`config.mk`:
```
export PLATFORM = sky130hd
export DESIGN_NAME = low_power_mode_sequencer
export DESIGN_NICKNAME = d
export VERILOG_FILES = /design/src/lpm_pkg.sv /design/src/lpm_sync2.sv /design/src/low_power_mode_sequencer.sv
export SDC_FILE = /design/constraint.sdc
export NUM_CORES = 1
export LEC_CHECK = 0
export BUFFER_PORTS_ARGS = -buffer_cell sky130_fd_sc_hd__buf_2
export CAP_MARGIN = 10
export CORE_MARGIN = 8
export CORE_UTILIZATION = 35
export CTS_CLUSTER_SIZE = 8
export DETAILED_ROUTE_END_ITERATION = 10
export PLACE_DENSITY_LB_ADDON = 0.15
export SYNTH_ARGS = -nofsm -noshare
export SYNTH_HDL_FRONTEND = slang
export SYNTH_SLANG_ARGS = --single-unit
export TNS_END_PERCENT = 1
```
`constraint.sdc`:
```
create_clock -name clk -period 5.3 [get_ports clk]
set_input_delay 1.325 -clock clk [delete_from_list [all_inputs] [get_ports clk]]
set_output_delay 1.325 -clock clk [all_outputs]
set_load 0.005 [all_outputs]
```
`src/lpm_pkg.sv`:
```
// Constants for the low-power mode sequencer: register map, field positions,
// reset values and timing counts.
// Assumes a 25 MHz core clock and a 32-bit Avalon-MM register bus.
package lpm_pkg;

	////////////////////////////////////////////////////////////////////////////
	// Register byte offsets
	localparam logic [3:0] POWER_CONTROL_REGISTER_OFF = 4'h0;
	localparam logic [3:0] CFG_OFF = 4'h4;
	localparam logic [3:0] STAT_OFF = 4'h8;

	////////////////////////////////////////////////////////////////////////////
	// Power control register fields
	localparam int IDL_BIT = 0;
	localparam int PD_BIT = 1;
	localparam int GF0_BIT = 2;
	localparam int GF1_BIT = 3;
	localparam logic [1:0] GF_RESET = 2'h0;

	// Configuration register fields
	localparam int WAKE0_EN_BIT = 0;
	localparam int WAKE1_EN_BIT = 1;
	localparam int EXT_CODE_BIT = 2;
	localparam logic [2:0] CFG_RESET = 3'h0;

	// Status register fields
	localparam int STAT_MODE_LSB = 0;
	localparam int STAT_OSC_BIT = 3;
	localparam int STAT_SRC_LSB = 4;
	localparam int STAT_LINE_LSB = 6;

	////////////////////////////////////////////////////////////////////////////
	// Timing
	localparam int CLK_FREQ_MHZ = 25;
	localparam int OSC_STABLE_TIME_US = 2;
	localparam int OSC_STABLE_CYCLES = OSC_STABLE_TIME_US * CLK_FREQ_MHZ;
	localparam int RESET_TAKEOVER_CYCLES = 4;

	// Port pin levels
	localparam int PORT_W = 8;
	localparam int NUM_PORTS = 5;
	localparam logic [PORT_W-1:0] PORT_HIGH = 8'hff;

endpackage : lpm_pkg

```
`src/lpm_sync2.sv`:
```
// Two-flop synchroniser for a group of asynchronous pin levels.
// Assumes the inputs are quasi-static levels; no pulse stretching.
`timescale 1ns/1ns
module lpm_sync2 #(
	parameter int W = 1,
	parameter logic [W-1:0] RESET_VAL = '0
) (
	// Clock and reset
	input wire logic clk,
	input wire logic reset,
	// Levels
	input wire logic [W-1:0] d,
	output logic [W-1:0] q
);

	logic [W-1:0] meta_q;
	logic [W-1:0] sync_q;

	always_ff @(posedge clk)
	begin
		if (reset)
		begin
			meta_q <= RESET_VAL;
			sync_q <= RESET_VAL;
		end
		else
		begin
			meta_q <= d;
			sync_q <= meta_q;
		end
	end

	assign q = sync_q;

endmodule : lpm_sync2

```
`src/low_power_mode_sequencer.sv`:
```
// Idle and power-down sequencer: clock gating, wake-up by external lines or
// reset pin, and port/strobe pin conditions in each special mode.
// Assumes clk is the oscillator reference and that the core obeys the gates.
//
// Functional notes
// - Reset pin high clears idle request at once, restoring processor clock.
// - After reset exit from idle, brief execution precedes the internal reset.
// - During that brief execution RAM is blocked, ports stay writable.
// - Power-down stops oscillator, holds clocks; state and RAM kept.
// - Power-down starts right after the request write; nothing runs after.
// - Only the two external wake lines or the reset pin can end power-down.
// - Enabled external wake clears power-down bit and restarts oscillator.
// - Execution resumes only after the wake line is released.
// - Interrupt wake leaves registers and RAM unchanged.
// - Reset pin clears power-down bit asynchronously, restarts clocks, brief run.
// - Reset wake reinitialises registers but keeps RAM.
// - Pin levels: reset, idle and power-down each force defined states.
// - Power-down wins over idle; no idle after leaving power-down.
// - Idle freezes processor clock; peripherals keep running.
// - Both request bits reset to zero and clear on interrupt or reset.
`timescale 1ns/1ns
module low_power_mode_sequencer #(
	parameter int unsigned OSC_CYCLES = lpm_pkg::OSC_STABLE_CYCLES
) (
	// Clock and resets
	input wire logic clk,
	input wire logic reset,
	input wire logic rst_pin,
	// External wake lines
	input wire logic ext_wake_irq0_n,
	input wire logic ext_wake_irq1_n,
	// Avalon-MM slave
	input wire logic [3:0] avs_address,
	input wire logic avs_read,
	input wire logic avs_write,
	input wire logic [31:0] avs_writedata,
	input wire logic [3:0] avs_byteenable,
	output logic [31:0] avs_readdata,
	output logic avs_waitrequest,
	// Core side
	input wire logic core_irq_taken,
	input wire logic [lpm_pkg::PORT_W*lpm_pkg::NUM_PORTS-1:0] port_data_in,
	input wire logic core_port0_oe,
	input wire logic core_ale,
	input wire logic core_fetch_strobe_n,
	output logic cpu_clk_en,
	output logic periph_clk_en,
	output logic osc_enable,
	output logic core_reset,
	output logic ram_block,
	// Pins
	output logic [lpm_pkg::PORT_W*lpm_pkg::NUM_PORTS-1:0] port_out,
	output logic port0_oe,
	output logic ale,
	output logic program_fetch_strobe_n
);
	import lpm_pkg::*;

	localparam int PW = PORT_W * NUM_PORTS;

	typedef enum logic [2:0] {
		st_run,
		st_idle,
		st_pd,
		st_osc_wait,
		st_wait_release,
		st_reset_run,
		st_reset_hold
	} mode_e;

	function automatic logic [2:0] mode_code(input mode_e m);
		case (m)
			st_run: mode_code = 3'h0;
			st_idle: mode_code = 3'h1;
			st_pd: mode_code = 3'h2;
			st_osc_wait: mode_code = 3'h3;
			st_wait_release: mode_code = 3'h4;
			st_reset_run: mode_code = 3'h5;
			st_reset_hold: mode_code = 3'h6;
			default: mode_code = 3'h7;
		endcase
	endfunction : mode_code

	////////////////////////////////////////////////////////////////////////////
	// Pin synchronisers
	logic [2:0] pins_s;
	logic rst_s;
	logic wake0_s;
	logic wake1_s;

	lpm_sync2 #(.W(3), .RESET_VAL(3'h6)) u_sync (
		.clk(clk),
		.reset(reset),
		.d({ext_wake_irq1_n, ext_wake_irq0_n, rst_pin}),
		.q(pins_s)
	);

	assign rst_s = pins_s[0];
	assign wake0_s = ~pins_s[1];
	assign wake1_s = ~pins_s[2];

	////////////////////////////////////////////////////////////////////////////
	// State
	mode_e state_q, state_d;
	logic [15:0] cnt_q, cnt_d;
	logic pd_q, pd_d;
	logic idl_q, idl_d;
	logic [1:0] gf_q, gf_d;
	logic [2:0] cfg_q, cfg_d;
	logic [1:0] src_q, src_d;
	logic cpu_clk_en_q, cpu_clk_en_d;
	logic periph_clk_en_q, periph_clk_en_d;
	logic osc_enable_q, osc_enable_d;
	logic core_reset_q, core_reset_d;
	logic ram_block_q, ram_block_d;
	logic [PW-1:0] port_out_q, port_out_d;
	logic port0_oe_q, port0_oe_d;
	logic ale_q, ale_d;
	logic fetch_n_q, fetch_n_d;
	logic waitrequest_q, waitrequest_d;
	logic [31:0] readdata_q, readdata_d;

	logic wake_req;
	logic power_control_register_wr;
	logic cfg_wr;
	logic ext_code;

	// Only the two external lines, each gated by its enable
	assign wake_req = (cfg_q[WAKE0_EN_BIT] & wake0_s) | (cfg_q[WAKE1_EN_BIT] & wake1_s);
	assign ext_code = cfg_q[EXT_CODE_BIT];

	////////////////////////////////////////////////////////////////////////////
	// Avalon slave: one wait cycle, then the access completes
	always_comb
	begin
		waitrequest_d = 1'b1;
		readdata_d = readdata_q;
		if ((avs_read || avs_write) && waitrequest_q && !reset)
		begin
			waitrequest_d = 1'b0;
			readdata_d = 32'h0;
			case (avs_address)
				POWER_CONTROL_REGISTER_OFF: readdata_d = {28'h0, gf_q, pd_q, idl_q};
				CFG_OFF: readdata_d = {29'h0, cfg_q};
				STAT_OFF: readdata_d = {24'h0, wake1_s, wake0_s, src_q, osc_enable_q, mode_code(state_q)};
				default: readdata_d = 32'h0;
			endcase
		end
	end

	assign power_control_register_wr = avs_write && !waitrequest_q && avs_byteenable[0] && avs_address == POWER_CONTROL_REGISTER_OFF;
	assign cfg_wr = avs_write && !waitrequest_q && avs_byteenable[0] && avs_address == CFG_OFF;

	always_ff @(posedge clk)
	begin
		waitrequest_q <= waitrequest_d;
		readdata_q <= readdata_d;
	end

	////////////////////////////////////////////////////////////////////////////
	// Mode sequencing
	always_comb
	begin
		state_d = state_q;
		cnt_d = cnt_q;
		pd_d = pd_q;
		idl_d = idl_q;
		gf_d = gf_q;
		cfg_d = cfg_q;
		src_d = src_q;
		if (power_control_register_wr)
			gf_d = avs_writedata[GF1_BIT:GF0_BIT];
		if (cfg_wr)
			cfg_d = avs_writedata[2:0];
		case (state_q)
			st_run:
			begin
				if (rst_s)
					state_d = st_reset_hold;
				else if (power_control_register_wr && avs_writedata[PD_BIT])
				begin
					// Power-down wins; idle is dropped so it cannot follow
					pd_d = 1'b1;
					idl_d = 1'b0;
					state_d = st_pd;
				end
				else if (power_control_register_wr && avs_writedata[IDL_BIT])
				begin
					idl_d = 1'b1;
					state_d = st_idle;
				end
			end
			st_idle:
			begin
				if (rst_s)
				begin
					cnt_d = 16'h0;
					state_d = st_reset_run;
				end
				else if (core_irq_taken)
				begin
					idl_d = 1'b0;
					state_d = st_run;
				end
			end
			st_pd:
			begin
				if (rst_s)
				begin
					cnt_d = 16'h0;
					state_d = st_reset_run;
				end
				else if (wake_req)
				begin
					pd_d = 1'b0;
					src_d = {wake1_s, wake0_s};
					cnt_d = 16'h0;
					// No core reset on this path: registers and RAM untouched
					state_d = st_osc_wait;
				end
			end
			st_osc_wait:
			begin
				cnt_d = cnt_q + 16'h1;
				if (rst_s)
				begin
					cnt_d = 16'h0;
					state_d = st_reset_run;
				end
				else if (cnt_q >= 16'(OSC_CYCLES - 1))
					state_d = st_wait_release;
			end
			st_wait_release:
			begin
				// Resume only once every enabled line is released
				if (rst_s)
				begin
					cnt_d = 16'h0;
					state_d = st_reset_run;
				end
				else if (!wake_req)
					state_d = st_run;
			end
			st_reset_run:
			begin
				cnt_d = cnt_q + 16'h1;
				if (cnt_q >= 16'(RESET_TAKEOVER_CYCLES - 1))
					state_d = st_reset_hold;
			end
			st_reset_hold:
			begin
				// Registers reinitialised; RAM is not touched here
				gf_d = GF_RESET;
				cfg_d = CFG_RESET;
				idl_d = 1'b0;
				pd_d = 1'b0;
				if (!rst_s)
					state_d = st_run;
			end
			default: state_d = st_run;
		endcase
		if (reset)
		begin
			state_d = st_run;
			cnt_d = 16'h0;
			pd_d = 1'b0;
			idl_d = 1'b0;
			gf_d = GF_RESET;
			cfg_d = CFG_RESET;
			src_d = 2'h0;
		end
	end

	////////////////////////////////////////////////////////////////////////////
	// Clock gates and pin conditions follow the next mode
	always_comb
	begin
		cpu_clk_en_d = 1'b1;
		periph_clk_en_d = 1'b1;
		osc_enable_d = 1'b1;
		core_reset_d = 1'b0;
		ram_block_d = 1'b0;
		port_out_d = port_data_in;
		port0_oe_d = core_port0_oe;
		ale_d = core_ale;
		fetch_n_d = core_fetch_strobe_n;
		case (state_d)
			st_run:
			begin
			end
			st_idle:
			begin
				cpu_clk_en_d = 1'b0;
				port_out_d = port_out_q;
				port0_oe_d = !ext_code;
				ale_d = 1'b1;
				fetch_n_d = 1'b1;
			end
			st_pd, st_osc_wait, st_wait_release:
			begin
				// Oscillator stays off until a wake arrives
				cpu_clk_en_d = 1'b0;
				periph_clk_en_d = 1'b0;
				osc_enable_d = (state_d != st_pd);
				port_out_d = port_out_q;
				port0_oe_d = !ext_code;
				ale_d = 1'b0;
				fetch_n_d = 1'b0;
			end
			st_reset_run:
			begin
				// Ports still follow the core; RAM is fenced off
				ram_block_d = 1'b1;
			end
			st_reset_hold:
			begin
				core_reset_d = 1'b1;
				port_out_d = {{(NUM_PORTS-1){PORT_HIGH}}, port_out_q[PORT_W-1:0]};
				port0_oe_d = 1'b0;
				ale_d = 1'b1;
				fetch_n_d = 1'b1;
			end
			default:
			begin
			end
		endcase
	end

	always_ff @(posedge clk)
	begin
		state_q <= state_d;
		cnt_q <= cnt_d;
		gf_q <= gf_d;
		cfg_q <= cfg_d;
		src_q <= src_d;
		core_reset_q <= core_reset_d;
		ram_block_q <= ram_block_d;
		port_out_q <= port_out_d;
		port0_oe_q <= port0_oe_d;
		ale_q <= ale_d;
		fetch_n_q <= fetch_n_d;
	end

	// Reset pin acts without a clock: the oscillator may be stopped
	always_ff @(posedge clk or posedge rst_pin)
	begin
		if (rst_pin)
		begin
			idl_q <= 1'b0;
			pd_q <= 1'b0;
			cpu_clk_en_q <= 1'b1;
			periph_clk_en_q <= 1'b1;
			osc_enable_q <= 1'b1;
		end
		else
		begin
			idl_q <= idl_d;
			pd_q <= pd_d;
			cpu_clk_en_q <= cpu_clk_en_d;
			periph_clk_en_q <= periph_clk_en_d;
			osc_enable_q <= osc_enable_d;
		end
	end

	assign avs_readdata = readdata_q;
	assign avs_waitrequest = waitrequest_q;
	assign cpu_clk_en = cpu_clk_en_q;
	assign periph_clk_en = periph_clk_en_q;
	assign osc_enable = osc_enable_q;
	assign core_reset = core_reset_q;
	assign ram_block = ram_block_q;
	assign port_out = port_out_q;
	assign port0_oe = port0_oe_q;
	assign ale = ale_q;
	assign program_fetch_strobe_n = fetch_n_q;
endmodule : low_power_mode_sequencer

```
---- Yosys cells after proc, flatten, opt, wreduce, memory -nomap -nowiden ----
Index checks and enable logic that the tools add are counted.
storage, ports and cells
  bits in registers ....................... 115
  output and inout port bits .............. 81
operators by class
  add/sub/neg operators ................... 1
  $lt $le $gt $ge ......................... 2
  equal/unequal tests ..................... 24
  muxes and demuxes ....................... 45
  bitwise gates (word level) .............. 8
  reductions and logical operators ........ 27
operators by type and width
  kind                     number
  $pmux W40 S2             1
  $mux W16                 4
  $pmux W16 S4             1
  $mux W3                  14
  $pmux W3 S7              2
  $pmux W8 S3              1
  $eq A3 B3 Y1 const B     6
  $ne A3 B3 Y1 const B     6
  $mux W1                  17
  $add A16 B1 Y16 const B  1
  $ge A16 B2 Y1 const B    1
  $ge A16 B6 Y1 const B    1
  $eq A3 B2 Y1 const B     4
  $reduce_bool A4 Y1       3
  $reduce_and A5 Y1        2
  $logic_and A1 B1 Y1      8
  $eq A3 B1 Y1 const B     2
  $ne A3 B2 Y1 const B     2
  $pmux W1 S2              3
  $pmux W1 S3              2
  $reduce_and A3 Y1        2
  $reduce_or A2 Y1         3
  $not A1 Y1               5
  $eq A4 B3 Y1 const B     1
  other kinds (12)         15

---- Depth between registers and ports, before layout ----
Gate-level depths: netlist (run 1).
  depth in word-level cells ............... 14
  gate-level depth with buffers ........... 9
  mapped depth without buffers ............ 9

---- Modules after synthesis ----
Synthesis (run 1) repeated with hierarchy kept, for this count alone.
second synthesis, totals
  cells, all modules ...................... 374
  area total of the unflattened synthesis .. 4025.1 um2
modules (own cells, without submodules)
  module                    instances  cells an instance  area an instance (um2)  sequential area each (um2)
  low_power_mode_sequencer  1          362                3867.5                  2210.9
  lpm_sync2                 1          12                 157.7                   120.1

---- Least setup slack after synthesis (run 1) ----
No wires, ideal clock.
  kind .................................... input to register
  start point ............................. in avs_address[2]
  end point ............................... reg port_out_q[10] (netlist: port_out[10]), enable pin
  library setup time ...................... 0.437 ns
  arrival time ............................ 4.285 ns
  slack ................................... 0.579 ns
  stages on the path ...................... 6
  cell sequence ........................... clkbuf_1 > nand3b_1 > o32ai_1 > or3_4 > o21ai_2 > mux2i_1
between the ends
  word-level cells in the longest chain between the ends .. 10
  elaborated cells on any way between the ends .. 14
ends and longest elaborated chain
  element                                     RTL line                         RTL
  start, declared                             low_power_mode_sequencer.sv:33   input wire logic [3:0] avs_address,
  $logic_not A4 Y1 (*)                        low_power_mode_sequencer.sv:151  assign power_control_register_wr = avs_write && !waitrequest_q && avs_byteenable[0] && avs_address == POWER_CO ...
  $logic_and A1 B1 Y1 (*)                     low_power_mode_sequencer.sv:151
  $logic_and A1 B1 Y1                         low_power_mode_sequencer.sv:187  else if (power_control_register_wr && avs_writedata[IDL_BIT])
  $mux W3                                     low_power_mode_sequencer.sv:187
  $mux W3 (*)                                 low_power_mode_sequencer.sv:180  else if (power_control_register_wr && avs_writedata[PD_BIT])
  $mux W3 (*)                                 low_power_mode_sequencer.sv:178  if (rst_s)
  $pmux W3 S7 (*)                             low_power_mode_sequencer.sv:175  case (state_q)
  $mux W3 (*)                                 low_power_mode_sequencer.sv:262  if (reset)
  $eq A3 B2 Y1, or another cell as far along  low_power_mode_sequencer.sv:287  case (state_d)
  $reduce_or A4 Y1 (no line) (*)              --
  end signal, assigned                        low_power_mode_sequencer.sv:338  port_out_q <= port_out_d;
  end, declared                               low_power_mode_sequencer.sv:116  logic [PW-1:0] port_out_q, port_out_d;
Mark *: on every way between the ends. The rest lies on a longest branch, timed or not.
A chain may end at the register's enable or synchronous reset.

---- Worst setup path after layout (run 1) ----
  start point ............................. in avs_address[3]
  end point ............................... reg port_out_q[8] (netlist: port_out[8]), enable pin
The elaborated chain is that of the path after synthesis.

==> summary.txt, run 1 <==
Status
  – Status: finished clean

Floorplanning
  – Die footprint: 15700 µm²
  – Die span in y: 125 µm
  – Die width: 125 µm
  – Initial core utilization: 35.3%
  – Site Rows: 40
  – Ports: 172
  – Core Area: 11900 µm²

Clocking
  – Clock latency on the worst-skew pair: 0.34 ns
  – Clk pin slew, worst setup/hold paths: 0.06 ns
  – Post-cts hold buffer count: 0
  – CTS root buf: clkbuf_16
  – Clk sink count: 91
  – CTS Buf Count: 9
  – Longest Clk Path Bufs: 2
  – Resized Gates After CTS: 0
  – CTS tree: built
  – Post-CTS Setup Bufs: 0
  – H-tree depth: 3

STA
  – Final min period: 3.48 ns
  – Max Slew Vio Count: 0
  – Slew HR: 45.7%
  – Slew @ Worst Pin: 0.809 ns
  – Fmax: 288 MHz
  – Final hold slack: 0.409 ns
  – Final Hold Vio Count: 0
  – Fin crit share: 65.6%
  – Setup violations, final: 0
  – RSZ-0062 raised after global routing: no
  – Sum Neg Setup Slack: 0 ns
  – Post-route clock skew: 0.00910 ns

Critical path
  – FF-to-FF End: port_out[0]
  – Critical path class: in -> reg
  – RR Startpoint: cnt_q[1]
  – Startpoint Class: input port
  – Critical Path AT: 3.47 ns
  – Worst endpoint required time: 5.29 ns
  – Worst Setup SP: avs_address[3]
  – R2R Setup Slk: 2.21 ns
  – Reg2reg path depth: 9
  – Critical path endpoint category: flip-flop
  – Max FO, Critical Path: 33
  – Crit path capture: port_out[8]

Synthesis
  – Post-synth top area share: 34.4%
  – EDFF count, synth: 48
  – #FFs+latches synth: 91
  – Gate count after technology mapping: 380
  – Register area share after synthesis: 55.7%
  – Area leader, netlist: edfxtp_1
  – Most area-consuming cells after synthesis: edfxtp_1 34%, dfxtp_1 18%, nand2b_1 4.9%
  – Mapped Area: 4190 µm²
  – FFs w/ async S/R, synth: 5.49%
  – Syn_area_per_cell: 11.0 µm²
  – Yosys Warn Count: 0
  – Count of unique library cells instantiated by Yosys: 60
  – Synth Flop Type: edfxtp_1

Finish
  – Finished Layout Cells: 645
  – Number of fillers in the final layout: 1179
  – Nets: 587
  – Ant. Diodes: 0
  – Share of cells above drive strength 1: 31.7%
  – Synth-to-Final Area Change: 21.2%
  – Design area: 5080 µm²

Drt
  – Initial DRT Pass Iterations: 4
  – Final wirelength: 9760 µm
  – DRT iter0 DRCs: 163
  – DR vias/cell: 4.64
  – DRC viols: 0
  – Routed via count: 2991
  – DR WL/cell: 15.1 µm
  – Detail Route Antenna Nets: 0

GRT
  – Initial antenna violation count: 1
  – Grt total ovfl: 0
  – Total Routing Usage GR: 12.5%
  – Vias in the first global route: 2964
  – Global-route wire length before repair: 15600 µm
  – Largest net degree at the start of global routing: 42

Placed design
  – Final HPWL DP: 7430 µm
  – Global placer's final weighted congestion: 0.722
  – Placed insts: 629
  – Placed cell area: 4810 µm²
  – I/O Buffers: 116

Power
  – Peak supply drop: 0.123 mV
  – Leak: 0.00222 µW
  – Cell Pwr Density: 323 nW/µm²
  – Pwr Total: 1640 µW

Job
  – Max-capacitance violation count: 0

Min path
  – HP Class: reg -> reg
[cells in the mapped netlist, types with 2 or more instances]
cell type / number
mux2i_1: 10
or2_2: 4
nor3_1: 8
ha_1: 3
nand2b_1: 33
a21oi_1: 16
nor2_1: 39
a31oi_1: 3
nor4_1: 2
o31a_1: 2
o211ai_1: 2
o21ai_1: 2
nand3_1: 5
nand3b_1: 3
nand3_2: 2
nand2_1: 23
o21ai_0: 8
dfstp_2: 3
o32ai_1: 2
nand4_1: 3
inv_1: 14
buf_4: 24
and3_1: 6
dfrtp_1: 2
edfxtp_1: 48
clkbuf_1: 4
xor2_1: 9
and2_1: 8
nor4_4: 2
a22oi_1: 2
or3_1: 5
buf_2: 10
nor2b_1: 4
dfxtp_1: 38
xnor2_1: 6
[through the flow]
stage,worst slack [ns],utilization [%]
2_1_floorplan,0.579,-
3_5_place_dp,1.47,40.6
5_1_grt,1.71,42.8
4_1_cts,1.82,42.8
3_3_place_gp,1.47,40.6
6_report,1.82,42.8
[cells in the final DEF (no fill, tap or decap), types with 9 or more instances in the layout]
master,count
edfxtp_1,48
dfxtp_1,38
inv_1,14
nand2b_1,33
xor2_1,9
clkbuf_16,9
nand2_1,23
buf_2,116
mux2i_1,9
a21oi_1,16
nor2_1,39
conb_1,24
[layout make-up]
class | count | area [µm²] | share of cell area [%]
inverters | 15 | 56.3 | 1.11
well taps | 147 | 184 | 3.62
flip-flops and latches | 91 | 2330 | 45.9
clock buffers | 11 | 233 | 4.58
multi-input cells | 259 | 1650 | 32.6
repair buffers | 117 | 588 | 11.6
clock inverters | 5 | 31.3 | 0.616
[critical path: stages]
cell and delay (ns):
buf_2 0.14, and4bb_1 0.22, nand3b_1 0.26, o32ai_1 0.20
or3_4 0.39, o21ai_2 0.26, mux2i_4 0.26, buf_4 0.40
[registers in the layout, indices dropped and copies added (netlist names)]
| name | cells |
|---|---|
| pd_q | 1 |
| core_reset | 1 |
| port_out | 40 |
| avs_waitrequest | 1 |
| src_q | 2 |
| state_q | 3 |
| osc_enable | 1 |
| cpu_clk_en | 1 |
| periph_clk_en | 1 |
| program_fetch_strobe_n | 1 |
| avs_readdata | 8 |
| port0_oe | 1 |
| ale | 1 |
| cfg_q | 3 |
| gf_q | 2 |
| u_sync.q | 3 |
| u_sync.meta_q | 3 |
| idl_q | 1 |
| ram_block | 1 |
| cnt_q | 16 |
[routing by layer]
metal	wire length [µm]	vias up	GRT usage [%]
met4	188	2	5.30
met3	612	15	4.46
met1	4160	1388	14.4
met2	4790	85	20.5
met5	13	-	0
li1	-	1501	-
[worst min-delay path by stage]
stage	startpoint	slack, ns	to	cells after the start
6_report	u_sync.meta_q[1]	0.41	u_sync.q[1]	1
3_3_place_gp	u_sync.meta_q[2]	0.39	u_sync.q[2]	1
4_1_cts	u_sync.meta_q[2]	0.41	u_sync.q[2]	1
5_1_grt	u_sync.meta_q[1]	0.43	u_sync.q[1]	1
2_1_floorplan	u_sync.meta_q[1]	0.39	u_sync.q[1]	1
3_5_place_dp	u_sync.meta_q[2]	0.39	u_sync.q[2]	1
[where the power goes]
part | switching (µW) | leakage, µW | total [µW] | internal (µW)
clock network | 265 | 0.000129 | 581 | 316
registers | 24.0 | 0.000854 | 843 | 819
logic | 120 | 0.00123 | 215 | 95.0
total | 409 | 0.00222 | 1640 | 1230
[kinds of logic after synthesis]
kind of cell	synth area share (%)
buffers and inverters	7.20
flip-flops	55.7
other	0.0896
AND/OR/NAND/NOR	20.8
AO/OA/AOI/OAI	9.77
adder cells (fa/ha/maj)	0.897
multiplexers	2.39
XOR/XNOR	3.14
Power figures use the tool's default switching activity.
==> run 2: changes to the inputs <==
--- a/config.mk
+++ b/config.mk
@@ -5,6 +5,7 @@
 export SDC_FILE = /design/constraint.sdc
 export NUM_CORES = 1
 export LEC_CHECK = 0
+export ABC_AREA = 1
 export BUFFER_PORTS_ARGS = -buffer_cell sky130_fd_sc_hd__buf_2
 export CAP_MARGIN = 10
 export CORE_MARGIN = 8
==> constraint.sdc (replaced) <==
create_clock -name clk -period 3.1 [get_ports clk]
set_input_delay 0.775 -clock clk [delete_from_list [all_inputs] [get_ports clk]]
set_output_delay 0.775 -clock clk [all_outputs]
set_load 0.005 [all_outputs]
==> run 2 against run 1 <==
  * Clock power rose by 84%
  * Critical path depth rose by 3
  * Synthesized cell count rose by 27%
  * Combinational power rose by 43%
  * Critical endpoint is now port_out[20]
==> summary.txt, run 2 <==
Status
  – Status: finished clean

Drt
  – Final wirelength: 10200 µm (+4.9%)
  – Routed via count: 3428 (+15%)
  – DR WL/cell: 13.1 µm (-14%)
  – DRT iter0 DRCs: 208 (+28%)
  – Initial DRT Pass Iterations: 4 (unchanged)
  – Detail Route Antenna Nets: 0 (unchanged)
  – DR vias/cell: 4.37 (-5.7%)
  – DRC viols: 0 (unchanged)

Job
  – Max-capacitance violation count: 0 (unchanged)

Placed design
  – Placed insts: 768 (+22%)
  – Placed cell area: 5130 µm² (+6.5%)
  – I/O Buffers: 116 (unchanged)
  – Global placer's final weighted congestion: 0.792 (+9.7%)
  – Final HPWL DP: 8050 µm (+8.3%)

Clocking
  – Resized Gates After CTS: 0 (unchanged)
  – CTS Buf Count: 9 (unchanged)
  – H-tree depth: 3 (unchanged)
  – CTS root buf: clkbuf_16
  – Clock latency on the worst-skew pair: 0.34 ns (about the same)
  – Clk sink count: 91 (unchanged)
  – Clk pin slew, worst setup/hold paths: 0.07 ns (about the same)
  – Post-CTS Setup Bufs: 0 (unchanged)
  – Longest Clk Path Bufs: 2 (unchanged)
  – Post-cts hold buffer count: 0 (unchanged)
  – CTS tree: built

Finish
  – Synth-to-Final Area Change: 22.1%
  – Share of cells above drive strength 1: 31.0% (-0.68 points)
  – Finished Layout Cells: 784 (+22%)
  – Number of fillers in the final layout: 1325 (+12%)
  – Ant. Diodes: 0 (unchanged)
  – Nets: 701 (+19%)
  – Commonest non-fill, non-tap cell in the layout: buf_2
  – Max FFs per register: 40 (unchanged)
  – Commonest non-fill, non-tap cells in the layout: 116 x buf_2, 83 x nand2_1, 55 x inv_1, 50 x nor2_1, 48 x edfxtp_1
  – Design area: 5420 µm² (+6.7%)

Floorplanning
  – Site Rows: 41 (+2.5%)
  – Ports: 172 (unchanged)
  – Core Area: 12500 µm² (+5.5%)
  – Die span in y: 129 µm (+2.6%)
  – Die footprint: 16500 µm² (+5.2%)
  – Die width: 129 µm (+2.6%)
  – Initial core utilization: 35.4% (+0.14 points)

Synthesis
  – Register area share after synthesis: 52.6% (-3.1 points)
  – Post-synth top area share: 32.5% (-1.9 points)
  – Most area-consuming cells after synthesis: edfxtp_1 32%, dfxtp_1 17%, nand2_1 7.0%
  – Synth Flop Type: edfxtp_1
  – Yosys Warn Count: 0 (unchanged)
  – #FFs+latches synth: 91 (unchanged)
  – Syn_area_per_cell: 9.18 µm² (-17%)
  – Top cells by count, synth: 83 x nand2_1, 55 x inv_1, 50 x nor2_1
  – Gate count after technology mapping: 483 (+27%)
  – EDFF count, synth: 48 (unchanged)
  – Area leader, netlist: edfxtp_1
  – Most common cell in the synthesized netlist: nand2_1
  – Mapped Area: 4440 µm² (+5.9%)
  – FFs w/ async S/R, synth: 5.49% (unchanged)
  – Count of unique library cells instantiated by Yosys: 47 (-22%)

Critical path
  – CP max-delay cell: nor2_1
  – Crit-path cells: buf_2 > nor2_2 > nand2_1 > nor2_2 > a21oi_1 > nor2_1 > nor2_1 > nand4_1 > nand3_1 > inv_1 > buf_12
  – Critical path class: in -> reg
  – RR Startpoint: state_q[2]
  – Critical Path AT: 2.44 ns (-1.03 ns)
  – CP max stage delay: 0.25 ns (-0.15 ns)
  – Worst Setup SP: avs_address[1]
  – Critical path endpoint category: flip-flop
  – R2R Setup Slk: 0.80 ns (-1.41 ns)
  – FF-to-FF End: port_out[20]
  – Startpoint Class: input port
  – Worst endpoint required time: 3.14 ns (-2.15 ns)
  – Reg2reg path depth: 10 (+1)
  – Max FO, Critical Path: 33 (unchanged)

STA
  – Max Slew Vio Count: 0 (unchanged)
  – Setup violations, final: 0 (unchanged)
  – Final Hold Vio Count: 0 (unchanged)
  – Fin crit share: 77.5%
  – RSZ-0062 raised after global routing: no
  – Fmax: 416 MHz
  – Post-route clock skew: 0.0124 ns (+0.00333 ns)
  – Final min period: 2.40 ns
  – Sum Neg Setup Slack: 0 ns (unchanged)
  – Final hold slack: 0.354 ns (-0.0541 ns)

GRT
  – Largest net degree at the start of global routing: 34 (-19%)
  – Met2 Resource Use GR: 21.5% (+0.99 points)
  – Grt total ovfl: 0 (unchanged)
  – Global-route wire length before repair: 16600 µm (+6.4%)
  – Vias in the first global route: 3419 (+15%)
  – Met3 Usage GRT: 3.02% (-1.4 points)
  – Initial antenna violation count: 0 (-1)
  – Total Routing Usage GR: 12.6% (+0.12 points)
  – Top Usage Layer GRT: met2
  – Met1 Usage GRT: 14.8% (+0.41 points)

Min path
  – HP Class: in -> async

Power
  – Leak: 0.00257 µW (+16%)
  – Peak supply drop: 0.238 mV (+93%)
  – Cell Pwr Density: 512 nW/µm² (+58%)
  – Pwr Total: 2770 µW (+69%)
-- run 2: layout make-up --
| class | count | area [µm²] | share of cell area [%] |
|---|---|---|---|
| Clock inverter | 6 | 52.6 | 0.970 |
| Sequential cell | 91 | 2330 | 43.0 |
| Inverter | 68 | 277 | 5.10 |
| Tap cell | 172 | 215 | 3.97 |
| Timing Repair Buffer | 120 | 623 | 11.5 |
| Multi-Input combinational cell | 317 | 1680 | 31.0 |
| Clock buffer | 10 | 239 | 4.41 |
-- run 2: logic make-up (layout without fill, tap and decap cells) --
logic type / after synthesis / after routing / synth area share [%]
AND/OR/NAND/NOR: 236 / 236 / 26.5
flip-flops: 91 / 91 / 52.6
adder cells (fa/ha/maj): 3 / 3 / 0.846
buffers and inverters: 98 / 204 / 11.5
XOR/XNOR: 4 / 4 / 0.790
AO/OA/AOI/OAI: 50 / 50 / 7.67
other: 1 / 24 / 0.0845
-- run 2: metal layers --
metal	up-vias	part of all wire [%]
li1	1770	-
met1	1561	43
met2	86	50
met3	11	6.0
met4	0	1.5
met5	-	0
-- run 2: how the worst max path moves through the flow --
| stage | end | cells past startpoint |
|---|---|---|
| after floorplan | port_out[10] | 9 |
| after global placement | port_out[26] | 11 |
| after detailed placement | port_out[11] | 11 |
| after CTS | port_out[31] | 11 |
| after global routing | port_out[38] | 11 |
| final | port_out[20] | 11 |
-- run 2: critical path, delay by kind of cell --
family,cells,cell delay [ns]
AO/OA/AOI/OAI,1,0.13
buffers and inverters,3,0.41
AND/OR/NAND/NOR,7,1.09
-- run 2: power breakdown --
part	switching, µW	internal (µW)
clock network	490	580
registers	27.0	1370
logic	174	134
total	691	2080
-- run 2: through the flow --
step           setup slack (ns)  utilization [%]
2_1_floorplan             0.278                -
3_3_place_gp              0.390             41.0
3_5_place_dp              0.352             41.0
4_1_cts                   0.710             43.3
5_1_grt                   0.515             43.3
6_report                  0.697             43.3
